<file path="src/core/bus_wait_pkg.sv">
package bus_wait_pkg;
	// ==========================================
	// Register map (printed offsets are indices)
	// ==========================================
	localparam logic [29:0] IDX_BUS_SPACE = 30'h05FFFFA0; // Bus space control
	localparam logic [29:0] IDX_RW_WAIT = 30'h05FFFFA2; // Read/write wait control
	localparam logic [29:0] IDX_DMA_WAIT = 30'h05FFFFA4; // DMA wait control
	localparam logic [29:0] IDX_LONG_WAIT = 30'h05FFFFA6; // Long wait control
	localparam logic [29:0] IDX_REFRESH_WAIT = 30'h05FFFFAC; // Refresh wait control

	// ==========================================
	// Field positions
	// ==========================================
	localparam int BIT_DRAM = 15; // area1_dram_select
	localparam int BIT_MUXIO = 14; // area6_mux_io_select
	localparam int BIT_OVERLAP = 13; // Overlap of internal and external access
	localparam int BIT_DUTY = 12; // read_strobe_duty
	localparam int BIT_BSTYLE = 11; // byte_strobe_style
	localparam int BIT_WW = 1; // dram_write_wait_bit
	localparam int POS_RW = 8; // read_wait_sample_bits low end
	localparam int POS_DRW = 8; // dma_read_wait_bits low end
	localparam int POS_LW02 = 13; // area02 long wait field low end
	localparam int POS_LW6 = 11; // Area 6 long wait field low end

	// ==========================================
	// Values after reset
	// ==========================================
	localparam logic [4:0] RST_BUS_SPACE = 5'h00; // Bits 15..11
	localparam logic [7:0] RST_RW_BITS = 8'hFF; // Sample WAIT on reads
	localparam logic RST_WW = 1'b1; // Long pitch DRAM writes
	localparam logic [15:0] RST_DMA_WAIT = 16'hFFFF; // Sample WAIT on DMA
	localparam logic [4:0] RST_LONG_WAIT = 5'h1F; // Pull-up on, four-cycle long waits
	localparam logic [1:0] RST_REFRESH = 2'h0; // One refresh wait

	// ==========================================
	// Wait counts
	// ==========================================
	localparam logic [2:0] WAITS_NONE = 3'h0; // Fixed single cycle
	localparam logic [2:0] WAITS_LONG_PITCH = 3'h2; // Two waits plus WAIT
	localparam logic [2:0] WAITS_MUX_IO = 3'h4; // Four waits plus WAIT
	localparam logic [2:0] WAITS_ONE = 3'h1; // Offset of 2-bit wait fields

	// Kind of external access
	typedef enum logic [2:0] {
		ACC_CPU_RD,
		ACC_CPU_WR,
		ACC_DMA_RD,
		ACC_DMA_WR,
		ACC_REFRESH
	} acc_kind_t;

	// Access request carried as one word
	typedef struct packed {
		acc_kind_t kind;
		logic [2:0] area;
	} acc_req_t;

	// Wait plan for one access
	typedef struct packed {
		logic [2:0] waits;
		logic sample;
	} timing_t;

	// Static bus configuration to the strobe logic
	typedef struct packed {
		logic area1_dram_select;
		logic area6_mux_io_select;
		logic overlap_en;
		logic read_strobe_duty;
		logic byte_strobe_style;
	} bus_cfg_t;
endpackage

</file>
<file path="src/core/bus_wait_ctrl.sv">
// Local design decision: the Avalon-MM register port.
`timescale 1ns/1ns
// What this block does
// Bit 15 set makes area 1 DRAM
// Bit 14 set makes area 6 multiplexed I/O
// Bit 13 clear forbids concurrent internal access after the first access cycle
// Bit 12 picks 50% or 35% strobe duty
// Bit 11 picks write-strobe or byte-strobe style
// Unsampled CPU reads: fixed or long wait
// Sampled reads wait on WAIT pin
// DRAM write bit clear gives short pitch
// DRAM write bit set gives two plus WAIT
// Software clears write bit only for DRAM
// Refresh ignores WAIT, uses refresh field
// Unsampled DMA access: fixed or long wait
// Sampled DMA access: two plus WAIT, long wait plus WAIT in areas 0, 2 and 6
// DMA to multiplexed I/O: four plus WAIT
// Two-bit long wait field, 1 to 4
// Bus space control resets to zero
module bus_wait_ctrl
	import bus_wait_pkg::*;
(
	input wire logic clock_i, // System clock, 20 MHz
	input wire logic rst_i, // Synchronous reset, active high
	input wire logic [31:0] avs_address_i, // Byte address
	input wire logic avs_read_i, // Read request
	input wire logic avs_write_i, // Write request
	input wire logic [3:0] avs_byteenable_i, // Byte lanes
	input wire logic [31:0] avs_writedata_i, // Write data
	output logic [31:0] avs_readdata_o, // Read data
	output logic avs_waitrequest_o, // Stall the master
	input wire logic acc_start_i, // Start an external access
	input wire acc_req_t acc_req_i, // Kind and area of the access
	input wire logic wait_n_i, // WAIT pin, active low
	input wire logic internal_req_i, // Internal access wants to run
	output logic internal_grant_o, // Internal access may run
	output logic acc_busy_o, // External access in progress
	output logic acc_done_o, // First cycle after the access, pulse
	output bus_cfg_t bus_cfg_o // Space and strobe configuration
);
	// ==========================================
	// Types and storage
	// ==========================================
	typedef enum logic [1:0] {ST_IDLE, ST_COUNT} acc_state_t;

	logic waitreq_r; // Registered waitrequest
	logic [31:0] rdata_r; // Registered read data
	logic [4:0] bus_space_r; // Bits 15..11 of bus space control
	logic [7:0] rw_bits_r; // read_wait_sample_bits, index is area
	logic ww_r; // dram_write_wait_bit
	logic [15:0] dma_wait_r; // DMA read bits high, write bits low
	logic [4:0] long_wait_r; // Pull-up and both long wait fields
	logic [1:0] refresh_wait_r; // refresh_wait_hi and refresh_wait_lo
	acc_state_t state_r; // Access engine state
	logic [2:0] cnt_r; // Waits still to go
	logic sample_r; // WAIT is sampled on this access
	logic done_r; // Done pulse
	logic grant_r; // Internal grant
	logic busy_r; // Engine busy, kept in a flop so the pin has no decode glitch

	// ==========================================
	// Address decode
	// ==========================================
	wire logic [29:0] idx = avs_address_i[31:2]; // Word index
	wire logic hit_bus = (idx == IDX_BUS_SPACE); // Bus space control
	wire logic hit_rw = (idx == IDX_RW_WAIT); // Read/write wait
	wire logic hit_dma = (idx == IDX_DMA_WAIT); // DMA wait
	wire logic hit_long = (idx == IDX_LONG_WAIT); // Long wait
	wire logic hit_ref = (idx == IDX_REFRESH_WAIT); // Refresh wait
	wire logic wr_go = avs_write_i && !waitreq_r; // Write takes effect
	wire logic rd_go = avs_read_i && waitreq_r; // Read data captured
	wire logic [15:0] wd = avs_writedata_i[15:0]; // Low half only
	wire logic be_lo = avs_byteenable_i[0]; // Lane 7..0
	wire logic be_hi = avs_byteenable_i[1]; // Lane 15..8

	// Read value of the addressed register, unmapped reads zero
	logic [15:0] rd_val;
	always_comb begin
		if (hit_bus) begin
			rd_val = {bus_space_r, 11'h000};
		end else if (hit_rw) begin
			// Reserved low bits read as one
			rd_val = {rw_bits_r, 6'h3F, ww_r, 1'h1};
		end else if (hit_dma) begin
			rd_val = dma_wait_r;
		end else if (hit_long) begin
			rd_val = {long_wait_r, 11'h000};
		end else if (hit_ref) begin
			rd_val = {14'h0000, refresh_wait_r};
		end else begin
			rd_val = 16'h0000;
		end
	end

	// ==========================================
	// Wait plan
	// ==========================================
	// One function so every kind of access is planned in one place
	function automatic timing_t plan(input acc_req_t q, input logic [4:0] bs, input logic [7:0] rw,
		input logic ww, input logic [15:0] dw, input logic [4:0] lw, input logic [1:0] rf);
		timing_t t;
		logic bit_sel;
		logic long_area;
		logic [1:0] lfield;
		t.waits = WAITS_NONE;
		t.sample = 1'b0;
		long_area = (q.area == 3'h0) || (q.area == 3'h2) || (q.area == 3'h6);
		// Area 6 has its own long wait field
		lfield = (q.area == 3'h6) ? lw[POS_LW6-POS_LW6+:2] : lw[POS_LW02-POS_LW6+:2];
		case (q.kind)
			ACC_DMA_RD: bit_sel = dw[POS_DRW + 32'(q.area)];
			ACC_DMA_WR: bit_sel = dw[q.area];
			ACC_CPU_RD: bit_sel = rw[q.area];
			default: bit_sel = 1'b1;
		endcase
		if (q.kind == ACC_REFRESH) begin
			// WAIT ignored, waits from the refresh field
			t.waits = {1'b0, rf} + WAITS_ONE;
		end else if ((q.area == 3'h6) && bs[BIT_MUXIO-BIT_BSTYLE]) begin
			// Multiplexed I/O
			t.waits = WAITS_MUX_IO;
			t.sample = 1'b1;
		end else if ((q.area == 3'h1) && bs[BIT_DRAM-BIT_BSTYLE]) begin
			// DRAM column address cycle
			if (q.kind == ACC_CPU_WR) begin
				t.waits = ww ? WAITS_LONG_PITCH : WAITS_NONE;
				t.sample = ww;
			end else begin
				t.waits = bit_sel ? WAITS_LONG_PITCH : WAITS_NONE;
				t.sample = bit_sel;
			end
		end else if ((q.area == 3'h1) && (q.kind == ACC_CPU_WR)) begin
			// External area 1 keeps long pitch whatever the write bit holds
			t.waits = WAITS_LONG_PITCH;
			t.sample = 1'b1;
		end else if (long_area) begin
			// Long wait, extended by WAIT only when sampled
			t.waits = {1'b0, lfield} + WAITS_ONE;
			t.sample = bit_sel;
		end else begin
			t.waits = bit_sel ? WAITS_LONG_PITCH : WAITS_NONE;
			t.sample = bit_sel;
		end
		return t;
	endfunction

	wire timing_t cur_plan = plan(acc_req_i, bus_space_r, rw_bits_r, ww_r, dma_wait_r, long_wait_r,
		refresh_wait_r); // Plan for the offered access
	wire logic start_go = acc_start_i && (state_r == ST_IDLE); // Access accepted
	wire logic last_wait = (state_r == ST_COUNT) && (cnt_r == 3'h0); // Final planned cycle
	wire logic hold = sample_r && !wait_n_i; // WAIT stretches the access
	wire logic busy_now = (state_r != ST_IDLE); // External access running

	// ==========================================
	// Avalon slave
	// ==========================================
	// One stall cycle on every access keeps the decode off the read path
	always_ff @(posedge clock_i) begin
		if (rst_i) begin
			waitreq_r <= 1'b1;
			rdata_r <= 32'h00000000;
		end else begin
			waitreq_r <= !((avs_read_i || avs_write_i) && waitreq_r);
			if (rd_go) begin
				rdata_r <= {16'h0000, rd_val};
			end
		end
	end

	// Bus space control, all bits clear after reset
	always_ff @(posedge clock_i) begin
		if (rst_i) begin
			bus_space_r <= RST_BUS_SPACE;
		end else if (wr_go && hit_bus && be_hi) begin
			bus_space_r <= wd[15:11];
		end
	end

	// Read/write wait control
	always_ff @(posedge clock_i) begin
		if (rst_i) begin
			rw_bits_r <= RST_RW_BITS;
			ww_r <= RST_WW;
		end else if (wr_go && hit_rw) begin
			if (be_hi) begin
				rw_bits_r <= wd[POS_RW+:8];
			end
			if (be_lo) begin
				ww_r <= wd[BIT_WW];
			end
		end
	end

	// DMA, long and refresh wait control
	always_ff @(posedge clock_i) begin
		if (rst_i) begin
			dma_wait_r <= RST_DMA_WAIT;
			long_wait_r <= RST_LONG_WAIT;
			refresh_wait_r <= RST_REFRESH;
		end else if (wr_go) begin
			if (hit_dma && be_hi) begin
				dma_wait_r[15:8] <= wd[15:8];
			end
			if (hit_dma && be_lo) begin
				dma_wait_r[7:0] <= wd[7:0];
			end
			if (hit_long && be_hi) begin
				long_wait_r <= wd[15:11];
			end
			if (hit_ref && be_lo) begin
				refresh_wait_r <= wd[1:0];
			end
		end
	end

	// ==========================================
	// Access engine
	// ==========================================
	// WAIT is looked at only in the final planned cycle, so it cannot shorten an access
	always_ff @(posedge clock_i) begin
		if (rst_i) begin
			state_r <= ST_IDLE;
			cnt_r <= 3'h0;
			sample_r <= 1'b0;
			done_r <= 1'b0;
			busy_r <= 1'b0;
		end else begin
			done_r <= 1'b0;
			case (state_r)
				ST_IDLE: begin
					if (start_go) begin
						state_r <= ST_COUNT;
						busy_r <= 1'b1;
						cnt_r <= cur_plan.waits;
						sample_r <= cur_plan.sample;
					end
				end
				ST_COUNT: begin
					if (!last_wait) begin
						cnt_r <= cnt_r - 3'h1;
					end else if (!hold) begin
						// Unsampled accesses finish regardless of the pin
						state_r <= ST_IDLE;
						busy_r <= 1'b0;
						done_r <= 1'b1;
					end
				end
				default: begin
					state_r <= ST_IDLE;
					busy_r <= 1'b0;
				end
			endcase
		end
	end

	// Internal accesses wait for the external one from its second cycle on, unless overlap is on
	always_ff @(posedge clock_i) begin
		if (rst_i) begin
			grant_r <= 1'b0;
		end else begin
			grant_r <= internal_req_i && (!busy_now || bus_space_r[BIT_OVERLAP-BIT_BSTYLE]);
		end
	end

	// ==========================================
	// Outputs
	// ==========================================
	assign avs_waitrequest_o = waitreq_r;
	assign avs_readdata_o = rdata_r;
	assign internal_grant_o = grant_r;
	assign acc_done_o = done_r;
	assign acc_busy_o = busy_r;
	assign bus_cfg_o = bus_space_r;

	// ==========================================
	// Checks
	// ==========================================
	a_bus_answer: assert property (@(posedge clock_i) disable iff (rst_i)
		(avs_read_i || avs_write_i) && waitreq_r |=> !waitreq_r)
		else $error("waitrequest not released after one stall");

	a_space_write: assert property (@(posedge clock_i) disable iff (rst_i)
		wr_go && hit_bus && be_hi |=> bus_space_r == $past(wd[15:11]))
		else $error("bus space control not updated");

	a_grant_block: assert property (@(posedge clock_i) disable iff (rst_i)
		internal_req_i && busy_now && !bus_space_r[BIT_OVERLAP-BIT_BSTYLE] |=> !grant_r)
		else $error("internal access granted during external access");

	a_fixed_one: assert property (@(posedge clock_i) disable iff (rst_i)
		start_go && acc_req_i.kind == ACC_CPU_RD && acc_req_i.area == 3'h3 && !rw_bits_r[3]
		|-> ##2 done_r)
		else $error("unsampled read not one cycle");

	a_long_wait: assert property (@(posedge clock_i) disable iff (rst_i)
		start_go && acc_req_i.kind == ACC_CPU_RD && acc_req_i.area == 3'h0 && !rw_bits_r[0]
		&& long_wait_r[3:2] == 2'h3 |-> ##1 !done_r [*5] ##1 done_r)
		else $error("four-cycle long wait wrong");

	a_dram_short: assert property (@(posedge clock_i) disable iff (rst_i)
		start_go && acc_req_i.kind == ACC_CPU_WR && acc_req_i.area == 3'h1
		&& bus_space_r[BIT_DRAM-BIT_BSTYLE] && !ww_r |-> ##2 done_r)
		else $error("short pitch write not one cycle");

	a_refresh_wait: assert property (@(posedge clock_i) disable iff (rst_i)
		start_go && acc_req_i.kind == ACC_REFRESH && refresh_wait_r == 2'h0
		|-> ##1 !done_r ##1 !done_r ##1 done_r)
		else $error("refresh wait not from field");

	a_mux_io: assert property (@(posedge clock_i) disable iff (rst_i)
		start_go && acc_req_i.kind == ACC_DMA_RD && acc_req_i.area == 3'h6
		&& bus_space_r[BIT_MUXIO-BIT_BSTYLE] |-> ##1 !done_r [*5])
		else $error("multiplexed I/O access shorter than four waits");

	a_wait_hold: assert property (@(posedge clock_i) disable iff (rst_i)
		last_wait && sample_r && !wait_n_i |=> !done_r && state_r == ST_COUNT)
		else $error("sampled WAIT did not extend access");

	a_done_cause: assert property (@(posedge clock_i) disable iff (rst_i)
		done_r |-> $past(last_wait) && !$past(hold))
		else $error("done without finished wait plan");

	a_dram_long: assert property (@(posedge clock_i) disable iff (rst_i)
		start_go && acc_req_i.kind == ACC_CPU_WR && acc_req_i.area == 3'h1 && ww_r
		|-> ##1 !done_r [*3])
		else $error("long pitch write shorter than two waits");

	a_dma_short: assert property (@(posedge clock_i) disable iff (rst_i)
		start_go && acc_req_i.kind == ACC_DMA_RD && acc_req_i.area == 3'h3 && !dma_wait_r[11]
		|-> ##2 done_r)
		else $error("unsampled DMA read not one cycle");

	a_dma_pitch: assert property (@(posedge clock_i) disable iff (rst_i)
		start_go && acc_req_i.kind == ACC_DMA_WR && acc_req_i.area == 3'h5 && dma_wait_r[5]
		|-> ##1 !done_r [*3])
		else $error("sampled DMA write shorter than two waits");

	a_grant_overlap: assert property (@(posedge clock_i) disable iff (rst_i)
		internal_req_i && bus_space_r[BIT_OVERLAP-BIT_BSTYLE] |=> grant_r)
		else $error("internal access refused with overlap on");

	// The busy pin is a second copy of the state, so keep the two in step
	a_busy_flop: assert property (@(posedge clock_i) disable iff (rst_i)
		busy_r == busy_now)
		else $error("busy flop out of step with engine state");
endmodule // bus_wait_ctrl

</file>
<file path="config.mk">
export PLATFORM = sky130hd
export DESIGN_NAME = bus_wait_ctrl
export DESIGN_NICKNAME = d
export VERILOG_FILES = /design/src/core/bus_wait_pkg.sv /design/src/core/bus_wait_ctrl.sv
export SDC_FILE = /design/constraint.sdc
export NUM_CORES = 1
export LEC_CHECK = 0
export ABC_CLOCK_PERIOD_IN_PS = 3900
export BUFFER_PORTS_ARGS = -buffer_cell sky130_fd_sc_hd__buf_2
export CAP_MARGIN = 10
export CORE_ASPECT_RATIO = 2
export CORE_MARGIN = 8
export CORE_UTILIZATION = 53
export CTS_CLUSTER_DIAMETER = 100
export DETAILED_ROUTE_END_ITERATION = 12
export GPL_ROUTABILITY_DRIVEN = 0
export PLACE_DENSITY = 0.84
export SKIP_LAST_GASP = 1
export SYNTH_ARGS = -nofsm -noshare
export SYNTH_HDL_FRONTEND = slang
export SYNTH_SLANG_ARGS = --single-unit
</file>
<file path="constraint.sdc">
create_clock -name clock_i -period 3.9 [get_ports clock_i]
set_clock_uncertainty 0.2 [all_clocks]
set_input_delay 0.78 -clock clock_i [delete_from_list [all_inputs] [get_ports clock_i]]
set_output_delay 0.78 -clock clock_i [all_outputs]
set_load 0.01 [all_outputs]
</file>
==> impl_metrics.env <==
export IMPL_timing_setup_tns_ps=0
export IMPL_timing_critical_path_max_delay_family="simple AND/OR/NAND/NOR gates"
export IMPL_startpoint_type="input pin"
export IMPL_synthAdderAreaFrac=0.01537
export IMPL_max_slew_margin_rel=0.5431
export IMPL_synth_edff_count=0
export IMPL_post_synthesis_xor_xnor_area_fraction=0
export IMPL_via_count=3061
export IMPL_criticalPathCategory="input pin to register"
export IMPL_timing_final_setup_violations=0
export IMPL_combinational_family_with_the_most_area_after_synthesis="simple AND/OR/NAND/NOR gates"
export IMPL_most_used_dff_post_synth="sky130_fd_sc_hd__dfxtp_1"
export IMPL_max_freq_mhz=359.1
export IMPL_post_synthesis_async_set_or_reset_flop_share=0
export IMPL_hold_path_class="register to register"
export IMPL_worst_hold_startpoint="avs_readdata_o[9]"
export IMPL_timing_critical_path_to_type="register"
export IMPL_layout_common_cells="sky130_fd_sc_hd__buf_2 (85), sky130_fd_sc_hd__dfxtp_1 (61), sky130_fd_sc_hd__nand2_1 (37)"
export IMPL_timing_critical_path_buf_inv=1
export IMPL_mappedNetlistArea_um2=3257
export IMPL_layout_commonest_cell="sky130_fd_sc_hd__buf_2"
export IMPL_rsz0062_at_grt="false"
export IMPL_design_portCount=122
export IMPL_number_of_port_buffers=85
export IMPL_clk_latency_ps=330
export IMPL_tritoncts="yes"
export IMPL_antenna_found_initial=1
export IMPL_detail_route_first_pass_iterations=5
export IMPL_cp_required_ps=3900
export IMPL_post_route_cells_drive_above_1_share=0.2506
export IMPL_fin_total_pwr_uw=1487
export IMPL_drt_antenna_violating_nets=0
export IMPL_status="finished, final reports clean"
export IMPL_power_per_cell_area_nw_per_um2=386.5
export IMPL_dp_hpwl_um=7292
export IMPL_drv_max_cap_violation_count=0
export IMPL_timing_rr_start="rw_bits_r[6]"
export IMPL_dp_cells=490
export IMPL_route_final_wire_length_um=9615
export IMPL_synthesized_instance_count=366
export IMPL_clock_root_buffer_master="sky130_fd_sc_hd__clkbuf_16"
export IMPL_crit_path_cell_trace="buf_2 -> nand4bb_1 -> nor4_4 -> nand4b_1 -> o21ai_0 -> nand3_1"
export IMPL_drt_iter0_drc=130
export IMPL_worst_pin_slew_ps=681.7
export IMPL_die_height_um=126.9
export IMPL_fp_row_count=40
export IMPL_starting_utilization_of_the_core_area=0.5468
export IMPL_cpMaxStageDelayCell="sky130_fd_sc_hd__nand4b_1"
export IMPL_synth_compound_gate_area_share=0.1587
export IMPL_post_cts_resized_instances=0
export IMPL_final_hold_violation_count=0
export IMPL_ir_drop_v=0.0003116
export IMPL_global_route_usage_total=0.2215
export IMPL_clk_sinks=61
export IMPL_p_leak_uw=0.001704
export IMPL_warnings_from_yosys=0
export IMPL_post_route_period_util=0.7141
export IMPL_h_tree_depth=3
export IMPL_post_drt_via_cell_ratio=6.037
export IMPL_synth_lib_cells_used_distinct=53
export IMPL_floorplan_core_area_um2=5956
export IMPL_total_of_flip_flops_plus_latches_after_synthesis=61
export IMPL_timing_critical_path_from="avs_address_i[31]"
export IMPL_cts_setup_buffers=0
export IMPL_grt_pass1_wl_um=15890
export IMPL_clkSlewWorstSetupHoldPaths_ps=50
export IMPL_synth_avg_cell_area_um2=8.899
export IMPL_grt_start_max_net_pins=31
export IMPL_muxShareOfSynthArea=0.1341
export IMPL_globalRouteOverflowTotal=0
export IMPL_cts_path_max_buffers=2
export IMPL_critPathMaxFanout=18
export IMPL_worst_endpoint_arrival_ps=2780
export IMPL_fin_crit_ps=2785
export IMPL_route_detailed_wl_per_inst_um=18.96
export IMPL_critical_path_max_stage_delay_ps=640
export IMPL_holdWs_ps=253.1
export IMPL_first_global_vias=3159
export IMPL_fin_nets=523
export IMPL_cts_buffers=9
export IMPL_area_growth_synth_to_final_pct=18.09
export IMPL_stdcell_count=507
export IMPL_design_die_area_um2=9062
export IMPL_floorplan_die_width_um=71.43
export IMPL_cts_hold_repair_buffers=0
export IMPL_proportion_of_synthesized_chip_area_in_sequential_cells=0.3750
export IMPL_slew_viol_final=0
export IMPL_synth_simple_gate_area_share=0.2355
export IMPL_drcViolationCount=0
## layout make-up
type	instances	area, um2
Clock buffer	14	244.0
Clock inverter	2	10.01
Fill cell	493	2110
Tap cell	63	78.83
Timing Repair Buffer	87	440.4
Antenna cell	1	2.502
Inverter	5	18.77
Sequential cell	61	1221
Multi-Input combinational cell	274	1831
## per-stage QoR
step                instance area, um2    util  setup WS (ps)
floorplan                         3313       -           1153
global placement                  3590  0.6027          863.9
detailed placement                3590  0.6027          799.0
CTS                               3844  0.6454           1114
global route                      3846  0.6458          901.7
finish                            3846  0.6458           1115
## worst register-to-register path, cell delays in order (launching register included)
cell,delay (ps)
sky130_fd_sc_hd__dfxtp_1,340
sky130_fd_sc_hd__mux4_1,510
sky130_fd_sc_hd__mux4_2,480
sky130_fd_sc_hd__o22a_1,230
sky130_fd_sc_hd__o2111ai_1,240
sky130_fd_sc_hd__a21oi_1,100
## flip-flops by register name (all words and copies together) (netlist names)
register	flops
avs_readdata_o	16
ww_r	1
long_wait_r	5
bus_cfg_o	5
avs_waitrequest_o	1
dma_wait_r	16
internal_grant_o	1
acc_busy_o	1
cnt_r	3
acc_done_o	1
refresh_wait_r	2
sample_r	1
rw_bits_r	8
## layer usage
metal / wire, um / share of wire / global-route usage / up-vias
met4: 606 / 0.063 / 0.1533 / 0
met3: 695 / 0.072 / 0.07261 / 50
met1: 3360 / 0.35 / 0.2161 / 1420
met5: 0 / 0 / 0 / -
li1: - / - / - / 1470
met2: 4952 / 0.52 / 0.3802 / 121
## where the power goes
part	total (uW)	internal [uW]	leakage, uW	switching, uW
Combinational	161	65.4	0.00109	95.5
Sequential	642	634	0.000494	8.07
Clock	684	427	0.000125	257
Total	1490	1130	0.00170	360
## path summary, 6_finish.rpt
kind	slack, ps	end	depth (start not counted)
max	1120	dma_wait_r[10]	6
min	250	avs_readdata_o[9]	2
max reg2reg	1670	sample_r	5
min reg2reg	250	avs_readdata_o[9]	2
## cells in the mapped netlist, types with 2 or more instances
cell                        instances  area [um2]
sky130_fd_sc_hd__nor2_1            21       78.83
sky130_fd_sc_hd__nand3b_1           3       22.52
sky130_fd_sc_hd__and4b_1            2       20.02
sky130_fd_sc_hd__and3_1             2       12.51
sky130_fd_sc_hd__or4_1              4       30.03
sky130_fd_sc_hd__mux2_2             3       33.78
sky130_fd_sc_hd__nand4bb_1          2       22.52
sky130_fd_sc_hd__nor2b_1            7       43.79
sky130_fd_sc_hd__mux4_2             3       67.56
sky130_fd_sc_hd__nor3b_1            3       22.52
sky130_fd_sc_hd__nand2_1           37       138.9
sky130_fd_sc_hd__a22oi_1            9       67.56
sky130_fd_sc_hd__mux2i_1           23       230.2
sky130_fd_sc_hd__nand4_1            9       56.30
sky130_fd_sc_hd__nand4b_1           4       35.03
sky130_fd_sc_hd__nand2b_1           2       12.51
sky130_fd_sc_hd__clkbuf_1          17       63.81
sky130_fd_sc_hd__o221ai_1           5       43.79
sky130_fd_sc_hd__nor3_1             4       20.02
sky130_fd_sc_hd__o211ai_1           6       45.04
sky130_fd_sc_hd__dfxtp_1           61        1221
sky130_fd_sc_hd__a21oi_1           15       75.07
sky130_fd_sc_hd__o21ai_0           20       100.1
sky130_fd_sc_hd__a21o_1            11       82.58
sky130_fd_sc_hd__nand3_1           33       165.2
sky130_fd_sc_hd__mux4_1             4       105.1
sky130_fd_sc_hd__a31oi_1            3       18.77
sky130_fd_sc_hd__buf_2              3       15.01
sky130_fd_sc_hd__o2111ai_1          2       17.52
sky130_fd_sc_hd__ha_1               4       50.05
sky130_fd_sc_hd__inv_1              5       18.77
sky130_fd_sc_hd__buf_4             18       135.1
## kinds of logic after synthesis
logic type	count (synthesis)
and+or+nand+nor	142
DFF	61
other	1
buffers and inverters	46
muxes	33
adders and majority gates	4
AOI/OAI and AO/OA	79
Note: power is estimated with default switching activity, not from simulation.
